<file path="src/verilog/pt3_consts.svh">
// Purpose: Offsets, field positions, reset values and line masks of the port 3 block
// Assumes: Included by bare name from design files
// Notes:   Definitions only
`ifndef PT3_CONSTS_SVH
`define PT3_CONSTS_SVH

`define PT3_ADDR_W            16
`define PT3_DATA_OFS          16'hFFC4
`define PT3_DIR_OFS           16'hFFC6
`define PT3_OD_OFS            16'hF1C6
`define PT3_PININ_OFS         16'hF1C8
`define PT3_RESET_VAL         16'h0000
`define PT3_DATA_MASK         16'hFFFF
`define PT3_DIR_MASK          16'hFFFF
`define PT3_OD_MASK           16'h2FFF
`define PT3_PIN_MASK          16'hBFFF
`define PT3_LINE_STROBE       12
`define PT3_LINE_NOPIN        14
`define PT3_LINE_SYSTEM_CLOCK_OUT       15

`endif

</file>
<file path="src/verilog/pt3_pkg.sv">
// Purpose: Types shared by the port 3 block
// Assumes: Nothing
// Notes:   Constants live in pt3_consts.svh
package pt3_pkg;
  typedef logic [15:0] pt3_word_t;
  typedef enum logic [1:0] {PT3_SEL_NONE, PT3_SEL_DATA, PT3_SEL_DIR, PT3_SEL_OD} pt3_sel_t;
endpackage

</file>
<file path="src/verilog/pt3_sync.sv">
// Purpose: Three-stage synchroniser with agreement filter for the pin inputs
// Assumes: Inputs asynchronous to clk_i
// Notes:   Stage one feeds stage two only
`timescale 1ns/10ps
module pt3_sync (
  input  wire logic        clk_i,
  input  wire logic        rstn_i,
  input  wire logic [15:0] async_i,
  output logic      [15:0] sync_o
);
  logic [15:0] s1_ff;
  logic [15:0] s2_ff;
  logic [15:0] s3_ff;
  logic [15:0] out_ff;

  always_ff @(posedge clk_i) begin
    if (!rstn_i) begin
      s1_ff <= 16'h0000;
      s2_ff <= 16'h0000;
      s3_ff <= 16'h0000;
    end else begin
      s1_ff <= async_i;
      s2_ff <= s1_ff;
      s3_ff <= s2_ff;
    end
  end

  // A bit changes only once stages two and three agree
  always_ff @(posedge clk_i) begin
    if (!rstn_i) begin
      out_ff <= 16'h0000;
    end else begin
      out_ff <= (s2_ff & s3_ff) | (out_ff & (s2_ff | s3_ff));
    end
  end

  assign sync_o = out_ff;
endmodule // pt3_sync

</file>
<file path="src/verilog/pt3_regs.sv">
// Purpose: Data, direction and open-drain registers with read port
// Assumes: One-cycle strobes, never both at once
// Notes:   Read data stand only in the cycle after the read strobe
`timescale 1ns/10ps
`include "pt3_consts.svh"
module pt3_regs (
  input  wire logic        clk_i,
  input  wire logic        rstn_i,
  input  wire logic [15:0] addr_i,
  input  wire logic [15:0] wdata_i,
  input  wire logic        wr_i,
  input  wire logic        rd_i,
  input  wire logic [15:0] pin_level_i,
  output logic      [15:0] rdata_o,
  output logic      [15:0] data_o,
  output logic      [15:0] dir_o,
  output logic      [15:0] od_o
);
  logic [15:0] data_ff;
  logic [15:0] dir_ff;
  logic [15:0] od_ff;
  logic [15:0] rdata_ff;

  function automatic pt3_pkg::pt3_sel_t decode(input logic [15:0] a);
    if (a == `PT3_DATA_OFS) decode = pt3_pkg::PT3_SEL_DATA;
    else if (a == `PT3_DIR_OFS) decode = pt3_pkg::PT3_SEL_DIR;
    else if (a == `PT3_OD_OFS) decode = pt3_pkg::PT3_SEL_OD;
    else decode = pt3_pkg::PT3_SEL_NONE;
  endfunction

  always_ff @(posedge clk_i) begin
    if (!rstn_i) begin
      data_ff <= `PT3_RESET_VAL;
    end else if (wr_i && decode(addr_i) == pt3_pkg::PT3_SEL_DATA) begin
      data_ff <= wdata_i & `PT3_DATA_MASK;
    end
  end

  always_ff @(posedge clk_i) begin
    if (!rstn_i) begin
      dir_ff <= `PT3_RESET_VAL;
    end else if (wr_i && decode(addr_i) == pt3_pkg::PT3_SEL_DIR) begin
      dir_ff <= wdata_i & `PT3_DIR_MASK;
    end
  end

  // Lines 15, 14 and 12 have no open-drain bit; they read zero
  always_ff @(posedge clk_i) begin
    if (!rstn_i) begin
      od_ff <= `PT3_RESET_VAL;
    end else if (wr_i && decode(addr_i) == pt3_pkg::PT3_SEL_OD) begin
      od_ff <= wdata_i & `PT3_OD_MASK;
    end
  end

  always_ff @(posedge clk_i) begin
    if (!rstn_i) begin
      rdata_ff <= 16'h0000;
    end else if (rd_i) begin
      if (decode(addr_i) == pt3_pkg::PT3_SEL_DATA) rdata_ff <= data_ff;
      else if (decode(addr_i) == pt3_pkg::PT3_SEL_DIR) rdata_ff <= dir_ff;
      else if (decode(addr_i) == pt3_pkg::PT3_SEL_OD) rdata_ff <= od_ff;
      else if (addr_i == `PT3_PININ_OFS) rdata_ff <= pin_level_i;
      else rdata_ff <= 16'h0000;
    end else begin
      rdata_ff <= 16'h0000;
    end
  end

  assign rdata_o = rdata_ff;
  assign data_o  = data_ff;
  assign dir_o   = dir_ff;
  assign od_o    = od_ff;
endmodule // pt3_regs

</file>
<file path="src/verilog/pt3_port.sv">
// Purpose: Port 3 general purpose I/O with alternate function merging
// Assumes: Peripherals hold alternate outputs high when unused
// Notes:   Pin drive is registered, one edge after the control changes
//
// How it works
// - Fifteen usable lines held in sixteen-bit data, direction and drain registers.
// - Direction zero floats the line; direction one drives it.
// - Drain bit zero gives push-pull, one gives open-drain.
// - Lines 15, 14 and 12 never drive open-drain; bits absent.
// - Data bit 14 is stored but drives no pin.
// - Alternate inputs receive the synchronised pin level.
// - Alternate output is ANDed with the data latch before the pin.
// - Unused alternate outputs rest high, leaving plain output undisturbed.
// - Bidirectional functions follow peripheral mode; software sets direction to match.
// - Inputs 0,2,4-7; outputs 1,3,10,12,15; bidirectional 8,9,11,13.
// - Clock output enable forces the line 15 driver on.
// - Line 12 takes the strobe function after reset from start-up configuration.
// - Line 12 is plain I/O when byte-high disable is one and write config zero.
// - Strobe function forces the line 12 driver on.
// - During bus hold line 12 uses only its direction and latch bits.
`timescale 1ns/10ps
`include "pt3_consts.svh"
module pt3_port (
  input  wire logic        clk_i,
  input  wire logic        rstn_i,
  input  wire logic [15:0] addr_i,
  input  wire logic [15:0] wdata_i,
  input  wire logic        wr_i,
  input  wire logic        rd_i,
  output logic      [15:0] rdata_o,
  input  wire logic [15:0] pin_i,
  output logic      [15:0] pin_o,
  output logic      [15:0] pin_oe_o,
  input  wire logic        timer_six_toggle_out_i,
  input  wire logic        timer_three_toggle_out_i,
  input  wire logic        async_serial_tx_i,
  input  wire logic        byte_high_enable_strobe_i,
  input  wire logic        write_high_strobe_i,
  input  wire logic        system_clock_out_i,
  input  wire logic        system_clock_out_en_i,
  input  wire logic        byte_high_disable_i,
  input  wire logic        write_strobe_config_i,
  input  wire logic        bus_hold_i,
  input  wire logic        sync_master_rx_slave_tx_out_i,
  input  wire logic        sync_master_tx_slave_rx_out_i,
  input  wire logic        async_serial_rx_out_i,
  input  wire logic        sync_shift_clock_out_i,
  output logic             capture_timer_zero_count_in_o,
  output logic             timer_block_capture_in_o,
  output logic             timer_three_updown_in_o,
  output logic             timer_four_count_in_o,
  output logic             timer_three_count_in_o,
  output logic             timer_two_count_in_o,
  output logic             sync_master_rx_slave_tx_in_o,
  output logic             sync_master_tx_slave_rx_in_o,
  output logic             async_serial_rx_in_o,
  output logic             sync_shift_clock_in_o
);
  pt3_pkg::pt3_word_t data_w;
  pt3_pkg::pt3_word_t dir_w;
  pt3_pkg::pt3_word_t od_w;
  pt3_pkg::pt3_word_t in_level;
  pt3_pkg::pt3_word_t alt_out;
  pt3_pkg::pt3_word_t force_en;
  pt3_pkg::pt3_word_t nxt_level;
  pt3_pkg::pt3_word_t nxt_oe;
  logic [15:0]        level_ff;
  logic [15:0]        oe_ff;
  logic               strobe_on;
  logic               strobe_val;

  pt3_regs u_regs (
    .clk_i       (clk_i),
    .rstn_i      (rstn_i),
    .addr_i      (addr_i),
    .wdata_i     (wdata_i),
    .wr_i        (wr_i),
    .rd_i        (rd_i),
    .pin_level_i (in_level),
    .rdata_o     (rdata_o),
    .data_o      (data_w),
    .dir_o       (dir_w),
    .od_o        (od_w)
  );

  pt3_sync u_sync (
    .clk_i   (clk_i),
    .rstn_i  (rstn_i),
    .async_i (pin_i),
    .sync_o  (in_level)
  );

  // Alternate inputs read the filtered pin level
  assign capture_timer_zero_count_in_o = in_level[0];
  assign timer_block_capture_in_o      = in_level[2];
  assign timer_three_updown_in_o       = in_level[4];
  assign timer_four_count_in_o         = in_level[5];
  assign timer_three_count_in_o        = in_level[6];
  assign timer_two_count_in_o          = in_level[7];
  assign sync_master_rx_slave_tx_in_o  = in_level[8];
  assign sync_master_tx_slave_rx_in_o  = in_level[9];
  assign async_serial_rx_in_o          = in_level[11];
  assign sync_shift_clock_in_o         = in_level[13];

  // Strobe owns line 12 unless disabled or the bus is held
  assign strobe_on  = !(byte_high_disable_i && !write_strobe_config_i) && !bus_hold_i;
  assign strobe_val = write_strobe_config_i ? write_high_strobe_i : byte_high_enable_strobe_i;

  // Unused alternate outputs are expected high, so AND leaves the latch alone
  always_comb begin
    alt_out     = 16'hFFFF;
    alt_out[1]  = timer_six_toggle_out_i;
    alt_out[3]  = timer_three_toggle_out_i;
    alt_out[8]  = sync_master_rx_slave_tx_out_i;
    alt_out[9]  = sync_master_tx_slave_rx_out_i;
    alt_out[10] = async_serial_tx_i;
    alt_out[11] = async_serial_rx_out_i;
    alt_out[13] = sync_shift_clock_out_i;
    alt_out[15] = system_clock_out_en_i ? system_clock_out_i : 1'b1;
    force_en     = 16'h0000;
    force_en[`PT3_LINE_SYSTEM_CLOCK_OUT] = system_clock_out_en_i;
    force_en[`PT3_LINE_STROBE] = strobe_on;
  end

  // Drive level and enable per line, then registered
  always_comb begin
    nxt_level = data_w & alt_out;
    nxt_level[`PT3_LINE_STROBE] = strobe_on ? strobe_val : data_w[`PT3_LINE_STROBE];
    nxt_oe = dir_w | force_en;
    // Open-drain only drives low; a one releases the pin
    nxt_oe = nxt_oe & ~(od_w & `PT3_OD_MASK & nxt_level);
    nxt_oe = nxt_oe & `PT3_PIN_MASK;
    nxt_level = nxt_level & `PT3_PIN_MASK;
  end

  always_ff @(posedge clk_i) begin
    if (!rstn_i) begin
      level_ff <= 16'h0000;
    end else begin
      level_ff <= nxt_level;
    end
  end

  // Line 12 enable comes up at the first edge after release, strobe selected
  always_ff @(posedge clk_i) begin
    if (!rstn_i) begin
      oe_ff <= 16'h0000;
    end else begin
      oe_ff <= nxt_oe;
    end
  end

  assign pin_o    = level_ff;
  assign pin_oe_o = oe_ff;
endmodule // pt3_port

</file>
<file path="config.mk">
export PLATFORM = sky130hd
export DESIGN_NAME = pt3_port
export DESIGN_NICKNAME = d
export VERILOG_FILES = /design/src/verilog/pt3_pkg.sv /design/src/verilog/pt3_sync.sv /design/src/verilog/pt3_regs.sv /design/src/verilog/pt3_port.sv
export VERILOG_INCLUDE_DIRS = /design/src /design/src/verilog
export SDC_FILE = /design/constraint.sdc
export NUM_CORES = 1
export LEC_CHECK = 0
export CORE_UTILIZATION = 61
export CTS_CLUSTER_SIZE = 16
export DETAILED_ROUTE_END_ITERATION = 6
export DONT_BUFFER_PORTS = 1
export GPL_ROUTABILITY_DRIVEN = 0
export PLACE_DENSITY = 0.81
export SLEW_MARGIN = 20
export SYNTH_ARGS = -nofsm -noshare
export SYNTH_HDL_FRONTEND = slang
export SYNTH_HIERARCHICAL = 1
export SYNTH_SLANG_ARGS = --single-unit
</file>
<file path="constraint.sdc">
create_clock -name clk_i -period 2.8 [get_ports clk_i]
set_input_delay 0.56 -clock clk_i [delete_from_list [all_inputs] [get_ports clk_i]]
set_output_delay 0.56 -clock clk_i [all_outputs]
set_load 0.01 [all_outputs]
</file>
==> impl_results.md <==
* CTS Buf Count at 17
* Grt ovf at 0
* Lkg Pwr at 0.00256 uW
* Final slew viol count at 0
* Vias at 3,966
* Resize count post-CTS at 0
* Total Die Area at 9650 sq um
* Post-detail-place hpwl at 7650 microns
* Final worst setup slack at just over 1 ns
* Synth-to-layout area growth at 8.80%
* Final Hold Fails at 0
* Clk_skew at 0.00862 ns
* Run status: finished with violations
* Largest net degree at the start of global routing at 158
* TritonCTS clock tree: yes
* PortBufs at 0
* Clock Latency Late Sink at 0.51 ns
* Sequential Power Share at 51.2%
* Gr usage total at 24.9%
* Vias in the first global route at 3,796
* Sw Share at 22.0%
* HP Class: input pin to flip-flop
* Die height at just under 100 microns
* Via/cell ratio at 5.97
* Max Fanout on Critical Path at 13
* Final TNS setup at 0 ns
* CTS H-tree depth at 4
* Final worst path period share at 64.0%
* Worst VDD drop at 409 uV
* Cell row count at 34
* Crit start category: input pin
* Violated checks: DRC
* Core ar. at 8850 sq um
* # fillers at roughly 700
* Crit path DAT at 2.18 ns
* Clock Power Share at between 40 and 50%
* Chip width at 98.2 microns
* Top achievable clock speed at 558 MHz
* WHS at roughly 0.14 ns
* Syn avg cell area at ~10 sq um
* Max Cap Viol at 0
* Antenna Cells at 0
* Pint at 3430 uW
* Gate Count Post-Synth at about 560
* Drt initial violations at 218
* Critical path capture point type: flip-flop
* Final core occ at 69.4%
* Starting Density at 63.8%
* Post-layout min period at 1.79 ns
* Net switching power at about 960 uW
* Yosys warns at 6
* Critical Path RT at around 3.2 ns
* Post-route ant nets at 0
* Setup bufs post-CTS at 0
* Residual DRC count at 9
* Routed WL at 11,700 microns
* CTS Buffer Depth at 2
* Boundary Pins at roughly 120
* Nets at 609
* Post-Place Setup Slack at about 0.55 ns
* Kind of critical path: input pin to flip-flop
* Share of post-route cells with drive strength above 1 at a little under a tenth
* PwrDens at between 700 and 800 nW/um^2
* Slew of the pin with the lowest slew margin at just under 0.9 ns
* Pre-antenna DRT Iters at 7
* Logic pwr share at 1.8%
* Clk sinks at 155
* Hold buffer count at cts at 0
* Final setup violation count at 0
* First-pass GRT wire length at ~19,000 microns
* Wire length per cell at 17.7 microns
* Unrepaired setup endpoints after global routing: false
* Area of the mapped netlist at 5650 sq um
* Initial antenna violation count at 0
* Worst-path clk slew at 0.06 ns
* Clk root buf: clkbuf_8
* Rel. slew slack at between 40% and 50%
-- flip-flops by register name (all words and copies together), names as in the netlist --
register and flops:
u_regs/rdata_o 16, u_regs/dir_o 16, u_regs/od_o 13, u_sync/s3_ff 16
u_sync/s1_ff 16, pin_o 15, pin_oe_o 15, u_sync/sync_o 16
u_regs/data_o 16, u_sync/s2_ff 16
-- final timing paths --
path | start | end | slack [ns] | depth (start not counted)
setup / recovery | addr_i[11] | u_regs/rdata_o[2] | 1.01 | 4
hold / removal | system_clock_out_en_i | pin_o[15] | 0.14 | 1
setup reg to reg | u_sync/sync_o[6] | u_regs/rdata_o[6] | 1.52 | 4
hold reg to reg | u_sync/s1_ff[13] | u_sync/s2_ff[13] | 0.43 | 1
-- critical path, cell delays in order --
cell	delay [ns]
and3_1	0.27
nand4_1	0.72
o31ai_1	0.55
a21oi_1	0.07
-- stage by stage --
stage / total power, uW / cells / instance area [sq um]
4_1_cts: 4430 / 664 / 6140
6_report: 4390 / 664 / 6140
2_1_floorplan: 2400 / 558 / 5650
3_3_place_gp: 2370 / 632 / 5590
5_1_grt: 4540 / 664 / 6140
3_5_place_dp: 2380 / 632 / 5590
-- power by group through the flow --
stage               clock, uW  sequential, uW  combinational [uW]
CTS                      2100            2250                79.3
detailed placement          0            2300                78.6
global route             2210            2250                85.9
finish                   2060            2250                79.6
global placement            0            2300                75.5
floorplan                   0            2290                 104
-- cell type report --
class                           count  area [sq um]  area share (%)
Inverter                            4          15.0           0.244
Tap cell                          108           135            2.20
Sequential cell                   155          3100            50.5
Timing Repair Buffer                4          30.0           0.489
Multi-Input combinational cell    361          2310            37.6
Clock buffer                       19           442            7.19
Clock inverter                     13           110            1.79
-- cell usage in the layout (no fill, tap or decap), types with 2 or more instances in the layout --
cell / instances
a21boi_2: 12
buf_4: 4
clkbuf_8: 3
clkbuf_16: 16
mux2i_1: 45
o21a_1: 2
conb_1: 2
clkinvlp_4: 4
a21boi_0: 4
nand4_1: 3
nor3b_1: 12
nand2b_1: 4
nand3_4: 2
o31ai_1: 11
and3_1: 20
o211ai_1: 13
a2bb2oi_1: 2
inv_8: 2
clkinv_4: 4
inv_6: 2
inv_1: 4
and2_1: 55
dfxtp_1: 155
and4b_1: 2
and4_1: 3
a31oi_1: 7
nor3_1: 6
a21oi_1: 20
o21ai_0: 29
nand2_1: 93
-- per-layer routing --
layer | vias to the layer above | track usage [%] | part of all wire [%]
met1 | 1884 | 28.8 | 40
li1 | 1892 | - | -
met4 | 0 | 9.64 | 0.93
met3 | 12 | 6.73 | 7.8
met5 | - | 0 | 0
met2 | 178 | 43.9 | 52
Power figures use the tool's default switching activity.
